**src/inc/dioc_pkg.sv**
```systemverilog
/*
 * dioc_pkg: constants, register map and carrier types of the digital io
 * channel conditioning block.
 * assumes a 10 MHz module clock and a word-aligned 8-bit register address.
 */
package dioc_pkg;
	// clock rate
	localparam longint unsigned CLK_HZ = 64'd10_000_000;
	localparam longint unsigned US_DIV = 64'd1_000_000;
	// input filter times in microseconds, selected by ctrl.filt_sel
	localparam longint unsigned FILT0_US = 64'd100;
	localparam longint unsigned FILT1_US = 64'd1000;
	localparam longint unsigned FILT2_US = 64'd10000;
	localparam longint unsigned FILT3_US = 64'd20000;
	// input extension times in microseconds, selected by ctrl.ext_sel
	localparam longint unsigned EXT0_US = 64'd1000;
	localparam longint unsigned EXT1_US = 64'd15000;
	localparam longint unsigned EXT2_US = 64'd100000;
	localparam longint unsigned EXT3_US = 64'd200000;
	// inrush blanking window and counter save interval
	localparam longint unsigned INRUSH_US = 64'd100000;
	localparam longint unsigned SAVE_S = 64'd3600;
	// least times round up to whole cycles
	localparam int unsigned FILT0_CYC = 32'((FILT0_US * CLK_HZ + US_DIV - 1) / US_DIV);
	localparam int unsigned FILT1_CYC = 32'((FILT1_US * CLK_HZ + US_DIV - 1) / US_DIV);
	localparam int unsigned FILT2_CYC = 32'((FILT2_US * CLK_HZ + US_DIV - 1) / US_DIV);
	localparam int unsigned FILT3_CYC = 32'((FILT3_US * CLK_HZ + US_DIV - 1) / US_DIV);
	localparam int unsigned EXT0_CYC = 32'((EXT0_US * CLK_HZ + US_DIV - 1) / US_DIV);
	localparam int unsigned EXT1_CYC = 32'((EXT1_US * CLK_HZ + US_DIV - 1) / US_DIV);
	localparam int unsigned EXT2_CYC = 32'((EXT2_US * CLK_HZ + US_DIV - 1) / US_DIV);
	localparam int unsigned EXT3_CYC = 32'((EXT3_US * CLK_HZ + US_DIV - 1) / US_DIV);
	localparam int unsigned INRUSH_CYC = 32'((INRUSH_US * CLK_HZ + US_DIV - 1) / US_DIV);
	localparam logic [35:0] SAVE_CYC = 36'(SAVE_S * CLK_HZ);
	// timer widths
	localparam int TMR_W = 22;
	localparam int BLANK_W = 21;
	localparam int HOUR_W = 36;
	localparam int CNT_W = 32;

	// register byte offsets
	localparam logic [7:0] REG_CTRL = 8'h00;
	localparam logic [7:0] REG_OPEN_EN = 8'h04;
	localparam logic [7:0] REG_FAULT_MODE = 8'h08;
	localparam logic [7:0] REG_IDLE_MODE = 8'h0c;
	localparam logic [7:0] REG_OUT_DATA = 8'h10;
	localparam logic [7:0] REG_IN_STATE = 8'h14;
	localparam logic [7:0] REG_IRQ_STAT = 8'h18;
	localparam logic [7:0] REG_IRQ_MASK = 8'h1c;
	localparam logic [7:0] REG_ERR_SHORT = 8'h20;
	localparam logic [7:0] REG_ERR_OPEN = 8'h24;
	localparam logic [7:0] REG_ERR_CNT = 8'h28;
	localparam logic [7:0] REG_THRESH = 8'h2c;
	localparam logic [7:0] REG_CNT_CLR = 8'h30;
	localparam logic [7:0] REG_CNT_SEL = 8'h34;
	localparam logic [7:0] REG_CNT_VAL = 8'h38;
	localparam logic [7:0] REG_UNIT_DIAG = 8'h3c;

	// unit control register, bit 0 first from the right
	typedef struct packed {
		logic cnt_chk_en;
		logic sw_priority;
		logic restart_manual;
		logic load_short_en;
		logic [1:0] ext_sel;
		logic [1:0] filt_sel;
		logic inrush_en;
		logic supply_short_en;
	} dioc_ctrl_t;
	localparam int CTRL_W = 10;
	localparam logic [9:0] CTRL_RST = 10'h014;

	// interrupt status and mask bit positions
	localparam int IRQ_SUPPLY = 0;
	localparam int IRQ_SHORT = 1;
	localparam int IRQ_OPEN = 2;
	localparam int IRQ_CNT = 3;
	localparam int IRQ_INPUT = 4;
	localparam int IRQ_W = 5;

	// counter threshold
	localparam logic [15:0] THRESH_RST = 16'h0001;
	localparam logic [31:0] CNT_SCALE = 32'd1000;

	// per-channel output choice on fault or idle
	typedef enum logic [1:0] {
		om_clear,
		om_hold,
		drive_output_high_forcibly
	} dioc_omode_t;

	// register bus request carried inside the block
	typedef struct packed {
		logic [7:0] addr;
		logic [31:0] wdata;
		logic wr;
		logic rd;
	} dioc_bus_t;
endpackage

```
**src/core/dioc_in_cond.sv**
```systemverilog
/*
 * dioc_in_cond: one input channel, three-flop synchroniser, debounce
 * filter and pulse extension.
 * assumes filt_sel and ext_sel come from logic on the same clock.
 */
`timescale 1ns/10ps
module dioc_in_cond import dioc_pkg::*; #(
	parameter int unsigned F0 = FILT0_CYC,
	parameter int unsigned F1 = FILT1_CYC,
	parameter int unsigned F2 = FILT2_CYC,
	parameter int unsigned F3 = FILT3_CYC,
	parameter int unsigned E0 = EXT0_CYC,
	parameter int unsigned E1 = EXT1_CYC,
	parameter int unsigned E2 = EXT2_CYC,
	parameter int unsigned E3 = EXT3_CYC
) (
	input wire logic ref_clk_i,
	input wire logic reset_i,
	input wire logic ce_i,
	input wire logic pin_i,
	input wire logic [1:0] filt_sel_i,
	input wire logic [1:0] ext_sel_i,
	output logic din_o
);
	typedef struct packed {
		logic s1;
		logic s2;
		logic s3;
		logic stable;
		logic out;
		logic [TMR_W-1:0] ftmr;
		logic [TMR_W-1:0] etmr;
	} st_t;
	st_t q, d;
	logic [TMR_W-1:0] flim, elim;

	// selected filter and extension limits
	always_comb begin
		case (filt_sel_i)
			2'h0: flim = TMR_W'(F0);
			2'h1: flim = TMR_W'(F1);
			2'h2: flim = TMR_W'(F2);
			default: flim = TMR_W'(F3);
		endcase
		case (ext_sel_i)
			2'h0: elim = TMR_W'(E0);
			2'h1: elim = TMR_W'(E1);
			2'h2: elim = TMR_W'(E2);
			default: elim = TMR_W'(E3);
		endcase
	end

	// debounce then stretch
	always_comb begin
		d = q;
		d.s1 = pin_i;
		d.s2 = q.s1;
		d.s3 = q.s2;
		if (q.s2 == q.s3 && q.s2 != q.stable) begin
			// a change must persist for the whole filter time
			if (q.ftmr >= flim - TMR_W'(1)) begin
				d.stable = q.s2;
				d.ftmr = '0;
			end else begin
				d.ftmr = q.ftmr + TMR_W'(1);
			end
		end else begin
			d.ftmr = '0; // short glitch discarded
		end
		if (q.stable) begin
			d.out = 1'b1;
			d.etmr = '0;
		end else if (q.out) begin
			if (q.etmr >= elim - TMR_W'(1)) begin
				d.out = 1'b0;
				d.etmr = '0;
			end else begin
				d.etmr = q.etmr + TMR_W'(1);
			end
		end
	end

	// state register
	always_ff @(posedge ref_clk_i) begin
		if (reset_i) begin
			q <= '0;
		end else if (ce_i) begin
			q <= d;
		end
	end

	assign din_o = q.out;
endmodule

```
**src/core/dioc_top.sv**
```systemverilog
/*
 * dioc_top: digital io channel conditioning with register port,
 * diagnostics, output fault and idle handling and operation counters.
 * assumes pins are asynchronous, comm_fault_i/comm_idle_i and the register
 * port are on ref_clk_i, and a persistent store keeps nv_cnt_o between
 * power cycles and returns it on nv_cnt_i after reset.
 */
// The address map and strobed register access were decided locally.
// Summary of operation
// - supply short raises an error only while its detection is enabled
// - inrush filter blanks overcurrent detection for 100 ms after power-up
// - input changes shorter than the unit filter time 0.1/1/10/20 ms ignored
// - detected input held for extension time 1/15/100/200 ms, default 15
// - load short raises an error only while load short detection is enabled
// - auto restart clears short error when gone; manual holds until reset
// - per-channel open circuit detection raises an error, off by default
// - on communication fault each output goes clear, hold or forced on
// - on communication idle each output goes to its own clear/hold/on choice
// - per-channel fault and idle choices act only under software priority
// - counters are saved hourly and resume from saved value after reset
// - counter threshold is the set value times one thousand
// - with check enabled, count above threshold raises a channel error
// - counter clear command zeroes the selected channel counters
`timescale 1ns/10ps
module dioc_top import dioc_pkg::*; #(
	parameter int N = 8,
	parameter int unsigned F0 = FILT0_CYC,
	parameter int unsigned F1 = FILT1_CYC,
	parameter int unsigned F2 = FILT2_CYC,
	parameter int unsigned F3 = FILT3_CYC,
	parameter int unsigned E0 = EXT0_CYC,
	parameter int unsigned E1 = EXT1_CYC,
	parameter int unsigned E2 = EXT2_CYC,
	parameter int unsigned E3 = EXT3_CYC,
	parameter logic [BLANK_W-1:0] BLANK_CYC = BLANK_W'(INRUSH_CYC),
	parameter logic [HOUR_W-1:0] HOUR_CYC = SAVE_CYC
) (
	input wire logic ref_clk_i,
	input wire logic reset_i,
	input wire logic ce_i,
	input wire logic [7:0] addr_i,
	input wire logic [31:0] wdata_i,
	input wire logic wr_i,
	input wire logic rd_i,
	output logic [31:0] rdata_o,
	input wire logic [N-1:0] din_pin_i,
	input wire logic supply_short_pin_i,
	input wire logic [N-1:0] load_short_pin_i,
	input wire logic [N-1:0] open_load_pin_i,
	input wire logic comm_fault_i,
	input wire logic comm_idle_i,
	output logic [N-1:0] dout_o,
	output logic irq_o,
	input wire logic [N-1:0][CNT_W-1:0] nv_cnt_i,
	output logic nv_save_o,
	output logic [N-1:0][CNT_W-1:0] nv_cnt_o
);
	localparam int PW = 2 * N + 1; // supply, load short and open pins

	typedef struct packed {
		dioc_ctrl_t ctrl;
		logic [N-1:0] open_en;
		logic [2*N-1:0] fault_mode;
		logic [2*N-1:0] idle_mode;
		logic [N-1:0] out_data;
		logic [N-1:0] dout;
		logic [N-1:0] err_short;
		logic [N-1:0] err_open;
		logic [N-1:0] err_cnt;
		logic sup_err;
		logic [IRQ_W-1:0] irq_st;
		logic [IRQ_W-1:0] irq_mk;
		logic [15:0] thr;
		logic [3:0] cnt_sel;
		logic [N-1:0][CNT_W-1:0] cnt;
		logic [N-1:0][CNT_W-1:0] nv_cnt;
		logic nv_save;
		logic restored;
		logic [HOUR_W-1:0] hour;
		logic [BLANK_W-1:0] blank;
		logic [31:0] rdata;
		logic [PW-1:0] s1;
		logic [PW-1:0] s2;
		logic [PW-1:0] s3;
		logic [PW-1:0] pin_f;
		logic [N-1:0] in_prev;
	} st_t;

	st_t q, d;
	dioc_bus_t bus;
	logic [N-1:0] din_c;
	logic [PW-1:0] pins;
	logic sup_det;
	logic [N-1:0] short_det, open_det;
	logic blanking;
	logic [31:0] thr_cnt;
	logic [IRQ_W-1:0] ev;
	logic [31:0] rd_val;

	// bundle the register port and the diagnostic pins
	assign bus = '{addr: addr_i, wdata: wdata_i, wr: wr_i, rd: rd_i};
	assign pins = {open_load_pin_i, load_short_pin_i, supply_short_pin_i};

	// per-channel input conditioning
	genvar gi;
	generate
		for (gi = 0; gi < N; gi++) begin : g_in
			dioc_in_cond #(
				.F0(F0), .F1(F1), .F2(F2), .F3(F3),
				.E0(E0), .E1(E1), .E2(E2), .E3(E3)
			) u_in (
				.ref_clk_i(ref_clk_i),
				.reset_i(reset_i),
				.ce_i(ce_i),
				.pin_i(din_pin_i[gi]),
				.filt_sel_i(q.ctrl.filt_sel),
				.ext_sel_i(q.ctrl.ext_sel),
				.din_o(din_c[gi])
			);
		end
	endgenerate

	// detector levels, supply and load short after blanking, open circuit unblanked
	assign blanking = q.ctrl.inrush_en && (q.blank < BLANK_CYC);
	assign sup_det = q.pin_f[0] && !blanking;
	assign short_det = q.pin_f[N:1] & {N{!blanking}};
	assign open_det = q.pin_f[2*N:N+1];
	assign thr_cnt = 32'(q.thr) * CNT_SCALE;

	// register read mux
	always_comb begin
		rd_val = '0;
		case (bus.addr)
			REG_CTRL: rd_val = 32'(q.ctrl);
			REG_OPEN_EN: rd_val = 32'(q.open_en);
			REG_FAULT_MODE: rd_val = 32'(q.fault_mode);
			REG_IDLE_MODE: rd_val = 32'(q.idle_mode);
			REG_OUT_DATA: rd_val = 32'(q.out_data);
			REG_IN_STATE: rd_val = 32'(din_c);
			REG_IRQ_STAT: rd_val = 32'(q.irq_st);
			REG_IRQ_MASK: rd_val = 32'(q.irq_mk);
			REG_ERR_SHORT: rd_val = 32'(q.err_short);
			REG_ERR_OPEN: rd_val = 32'(q.err_open);
			REG_ERR_CNT: rd_val = 32'(q.err_cnt);
			REG_THRESH: rd_val = 32'(q.thr);
			REG_CNT_SEL: rd_val = 32'(q.cnt_sel);
			REG_CNT_VAL: begin
				if (int'(q.cnt_sel) < N) begin
					rd_val = q.cnt[q.cnt_sel];
				end
			end
			REG_UNIT_DIAG: rd_val = 32'(q.sup_err);
			default: rd_val = '0;
		endcase
	end

	// next state of the whole block
	always_comb begin
		d = q;
		// three-flop synchroniser, change taken when stages two and three agree
		d.s1 = pins;
		d.s2 = q.s1;
		d.s3 = q.s2;
		d.pin_f = (q.s2 & q.s3) | (q.pin_f & (q.s2 | q.s3));
		d.in_prev = din_c;
		d.nv_save = 1'b0;
		// read data stands in the cycle after the strobe only
		d.rdata = bus.rd ? rd_val : '0;

		// register writes
		if (bus.wr) begin
			case (bus.addr)
				REG_CTRL: d.ctrl = dioc_ctrl_t'(bus.wdata[CTRL_W-1:0]);
				REG_OPEN_EN: d.open_en = bus.wdata[N-1:0];
				REG_FAULT_MODE: d.fault_mode = bus.wdata[2*N-1:0];
				REG_IDLE_MODE: d.idle_mode = bus.wdata[2*N-1:0];
				REG_OUT_DATA: d.out_data = bus.wdata[N-1:0];
				REG_IRQ_MASK: d.irq_mk = bus.wdata[IRQ_W-1:0];
				REG_THRESH: d.thr = bus.wdata[15:0];
				REG_CNT_SEL: d.cnt_sel = bus.wdata[3:0];
				default: d.thr = d.thr;
			endcase
		end

		// inrush window timer runs from reset release and then stops
		if (q.blank < BLANK_CYC) begin
			d.blank = q.blank + BLANK_W'(1);
		end

		// supply short diagnostic follows the detector while enabled
		d.sup_err = q.ctrl.supply_short_en && sup_det;

		// load short diagnostic, auto restart or latched until reset
		if (q.ctrl.restart_manual) begin
			d.err_short = q.err_short | (short_det & {N{q.ctrl.load_short_en}});
		end else begin
			d.err_short = short_det & {N{q.ctrl.load_short_en}};
		end

		// open circuit diagnostic per channel
		d.err_open = open_det & q.open_en;

		// output choice per channel
		for (int i = 0; i < N; i++) begin
			dioc_omode_t m;
			m = om_clear;
			if (comm_fault_i) begin
				m = dioc_omode_t'(q.fault_mode[2*i+:2]);
			end else if (comm_idle_i) begin
				m = dioc_omode_t'(q.idle_mode[2*i+:2]);
			end
			if (!q.ctrl.sw_priority) begin
				m = om_clear;
			end
			if (!comm_fault_i && !comm_idle_i) begin
				d.dout[i] = q.out_data[i];
			end else begin
				case (m)
					om_clear: d.dout[i] = 1'b0;
					om_hold: d.dout[i] = q.dout[i];
					drive_output_high_forcibly: d.dout[i] = 1'b1;
					default: d.dout[i] = 1'b0;
				endcase
			end
		end

		// operation counters count output switch-on events
		for (int i = 0; i < N; i++) begin
			if (!q.restored) begin
				d.cnt[i] = nv_cnt_i[i];
			end else if (bus.wr && bus.addr == REG_CNT_CLR && bus.wdata[i]) begin
				d.cnt[i] = '0;
			end else if (d.dout[i] && !q.dout[i]) begin
				d.cnt[i] = q.cnt[i] + CNT_W'(1);
			end
			d.err_cnt[i] = q.ctrl.cnt_chk_en && (q.cnt[i] > thr_cnt);
		end
		d.restored = 1'b1;

		// hourly snapshot for the persistent store
		if (q.hour >= HOUR_CYC - HOUR_W'(1)) begin
			d.hour = '0;
			d.nv_cnt = q.cnt;
			d.nv_save = 1'b1;
		end else begin
			d.hour = q.hour + HOUR_W'(1);
		end

		// sticky event bits, a new event beats a same-cycle clear
		ev = '0;
		ev[IRQ_SUPPLY] = d.sup_err && !q.sup_err;
		ev[IRQ_SHORT] = |(d.err_short & ~q.err_short);
		ev[IRQ_OPEN] = |(d.err_open & ~q.err_open);
		ev[IRQ_CNT] = |(d.err_cnt & ~q.err_cnt);
		ev[IRQ_INPUT] = |(din_c ^ q.in_prev);
		if (bus.wr && bus.addr == REG_IRQ_STAT) begin
			d.irq_st = q.irq_st & ~bus.wdata[IRQ_W-1:0];
		end
		d.irq_st = d.irq_st | ev;
	end

	// state register
	always_ff @(posedge ref_clk_i) begin
		if (reset_i) begin
			q <= '0;
			q.ctrl <= dioc_ctrl_t'(CTRL_RST);
			q.thr <= THRESH_RST;
		end else if (ce_i) begin
			q <= d;
		end
	end

	// outputs straight from state
	assign rdata_o = q.rdata;
	assign dout_o = q.dout;
	assign irq_o = |(q.irq_st & q.irq_mk);
	assign nv_save_o = q.nv_save;
	assign nv_cnt_o = q.nv_cnt;
endmodule

```
**config.mk**
```make
export PLATFORM = sky130hd
export DESIGN_NAME = dioc_top
export DESIGN_NICKNAME = d
export VERILOG_FILES = /design/src/inc/dioc_pkg.sv /design/src/core/dioc_in_cond.sv /design/src/core/dioc_top.sv
export SDC_FILE = /design/constraint.sdc
export NUM_CORES = 2
export LEC_CHECK = 0
export BUFFER_PORTS_ARGS = -buffer_cell sky130_fd_sc_hd__buf_2
export CORE_MARGIN = 10
export CORE_UTILIZATION = 47
export CTS_CLUSTER_DIAMETER = 100
export CTS_CLUSTER_SIZE = 28
export DETAILED_ROUTE_END_ITERATION = 10
export GPL_TIMING_DRIVEN = 0
export PLACE_DENSITY = 0.65
export SETUP_SLACK_MARGIN = 0.5
export SLEW_MARGIN = 25
export SYNTH_ARGS = -nofsm -noshare
export SYNTH_HDL_FRONTEND = slang
export SYNTH_SLANG_ARGS = --single-unit
```
**constraint.sdc**
```tcl
create_clock -name ref_clk_i -period 8.6 [get_ports ref_clk_i]
set_input_delay 0.86 -clock ref_clk_i [delete_from_list [all_inputs] [get_ports ref_clk_i]]
set_output_delay 0.86 -clock ref_clk_i [all_outputs]
set_load 0.05 [all_outputs]
```
==> results.cfg <==
[logic_synthesis]
yosysTopAreaCell = dfxtp_1
synth_area_leaders = dfxtp_1 33%, ha_1 9.6%, mux2i_1 5.1%
ys_async_sr_fraction = 0
syn_area_per_cell_um2 = 8.19
syn-cell-area_mm2 = 0.0727
synth_cell_types = 89
ys.flop_type = dfxtp_1
netlist_top_cells_count = 1,192 x dfxtp_1, 911 x nor2_1, 905 x nand2_1
syn_inst = 8888
synth.yosys.seq_area_share = 0.328
ys_ff_latch = 1192
synth-edff-count = 0
yosysMostFrequentCell = dfxtp_1
yosys_warnings = 0
synth_top_area_frac = 0.328

[floorplan]
die_x_um = 413
pin_count = 626
initial_core_util = 0.472
coreArea_mm2 = 0.154
num_rows = 144
die_area_mm2 = 0.171
die_h_um = 413

[timing]
maxSlewViolCount = 0
tightest_slew_ns = 1.20
finalHoldViolCount = 0
final.setup_skew_ns = 0.0364
period_share = 0.914
rsz0062_at_grt = false
setup_violations = 0
fin_ws_ns = 0.740
finalCriticalPeriod_ns = 7.86
relSlewSlack = 0.177
timing.fmax_ghz = 0.127

[critical_path]
startpoint_type = flip-flop
slowest_delay_ns = 0.63
end_kind = flip-flop
slowest_stage = o311ai_1
critPathBufInv = 3
crit_family = compound AO/OA/AOI/OAI gates
path_max_fanout = 6
worstPathRequired_ns = 9.20
path_class = reg2reg
cpMostUsedCell = fa_1
crit_chain = clkinvlp_4 > fa_1 > fa_1 > fa_1 > fa_1 > inv_1 > ha_1 > o21a_1 > o21ai_1 > o21a_1 > o21ai_0 > a21o_1 > a21oi_1 > xor2_2 > buf_6 > ha_1 > a21o_1 > a221o_1 > a221o_1 > o311ai_1 > o21ai_0 > o311ai_1 > a41oi_1
crit_arrival_ns = 8.46

[detailed_routing]
avgViaCountPerCell = 6.42
ant_nets = 0
wl_per_cell_um = 30.7
drtIter0Drc = 9337
drt_wl_total_um = 359000
firstDrtPassIters = 9
drc = 0
vias = 75128

[finish]
fin_cells = 11703
postLayoutCellArea_mm2 = 0.0811
fin_util = 0.527
seqCellArea_mm2 = 0.0239
fin_nets = 10552
multiInputGateArea_mm2 = 0.0440
syn_to_final_growth_pct = 11.5
drive_gt1_frac = 0.135
nFillCells = 14883

[run]
maxCapViolCount = 0

[global_route]
grtUsageTotal = 0.399
grt_remaining_overflow = 0
grt_pass1_wl_um = 500000
grt_antenna_before_repair = 53
grt_start_max_net_pins = 29
grt_pass1_vias = 68858

[clock_tree]
clock-sinks = 1192
holdBufCountCts = 0
clockRootBuffer = clkbuf_16
clk_pin_slew_ns = 0.11
htreeDepth = 2
cts_tree = built
clk_path_buf_depth = 3
cts-buffers-inserted = 55
insertion_delay_ns = 0.77

[power]
vdd_drop_max_mv = 0.145
p_leak_uw = 0.0348
power.density_mw_per_mm2 = 132

[placement]
place_inst = 11599
dp_slack_ns = 0.182
gp_congestion = 1.03
dpl_cell_area_mm2 = 0.0793
dp.final_hpwl_um = 286000
io_buffers = 603

[run_status]
status = complete, no violations

[worst_hold_path]
hold_path.class = in2reg
==> worst paths after layout <==
kind                        end  depth (start not counted)               start  slack, ns
max                      q[707]                         23              q[684]       0.74
min                      q[509]                          3        nv_cnt_i[86]       0.34
max reg2reg              q[707]                         23              q[684]       0.74
min reg2reg  g_in[2].u_in.q[43]                          1  g_in[2].u_in.q[43]       0.46
==> what timing repair did <==
item / CTS / global route
endpoints found under the setup margin: 2 / 3
resized for setup: 4 / 8
hold endpoints to repair: 0 / 0
buffers inserted: 1 / 0
==> report_power, final <==
group | leakage, uW | switching, uW | internal [uW] | total [uW]
clock network | 0.000848 | 2110 | 1280 | 3400
logic | 0.0244 | 999 | 416 | 1420
registers | 0.00964 | 278 | 5600 | 5880
==> worst min-delay path: cells and delay by family <==
kind                   cells  cell delay, ns
buffers and inverters      1            0.09
AND/OR/NAND/NOR            1            0.05
AO/OA/AOI/OAI              1            0.05
==> stage by stage <==
stage                     total power (uW)  setup TNS, ns  hold slack (ns)
after floorplan                       6510              0            0.420
after global placement                7280          -6.24            0.435
after detailed placement              7320              0            0.441
after CTS                            10600              0            0.321
after global routing                 10900              0            0.361
final                                10700              0            0.342
==> final cells by class <==
type                            count  area share
Antenna cell                       19    0.000586
Sequential cell                  1192       0.294
Inverter                          304      0.0141
Timing Repair Buffer              637      0.0442
Multi-Input combinational cell   6644       0.542
Buffer                            779      0.0517
Tap cell                         2044      0.0315
Clock buffer                       59      0.0175
Clock inverter                     25     0.00386
==> registers in the layout, indices dropped and copies added (netlist names) <==
signal	cells
nv_cnt_o	256
rdata_o	32
d	34
dout_o	8
g_in.u_in.q	368
q	461
nv_save_o	1
g_in.u_in.d	16
open_det	8
g_in.u_in.din_o	8
==> cell families (layout without fill, tap and decap cells) <==
family,count (synthesis),after routing,share of synthesized area
and+or+nand+nor,3171,3171,0.205
adders and majority gates,614,614,0.111
other,1,51,0.0000515
buffers and inverters,1083,1804,0.0722
xor gates and xnor gates,181,181,0.0218
AOI/OAI and AO/OA,2195,2195,0.188
muxes,451,451,0.0734
DFF,1192,1192,0.328
==> cell usage in the layout, fill, tap and decap left out, types with 62 or more instances in the layout <==
cell type	Yosys	final
dfxtp_1	1192	1189
nor2_1	911	908
nand2_1	905	905
a21oi_1	685	679
buf_2	48	657
o21ai_0	587	579
ha_1	557	555
nand3_1	367	367
mux2i_1	368	365
clkbuf_1	408	356
buf_4	299	309
inv_1	303	302
nor3_1	175	173
and3_1	173	173
nand4_1	134	134
a22oi_1	123	123
and2_1	122	122
a31oi_1	102	102
a21o_1	96	96
xnor2_1	103	93
nor4_1	83	80
xor2_1	78	72
mux4_2	64	64
a211oi_1	63	62
==> per-layer routing <==
metal	part of all wire	vias up	GRT usage
li1	-	33193	-
met1	0.40	36306	0.513
met2	0.41	4557	0.582
met3	0.12	1044	0.123
met4	0.073	28	0.239
met5	0.00085	-	0.00424
No activity file was read; power rests on OpenSTA's default activity.
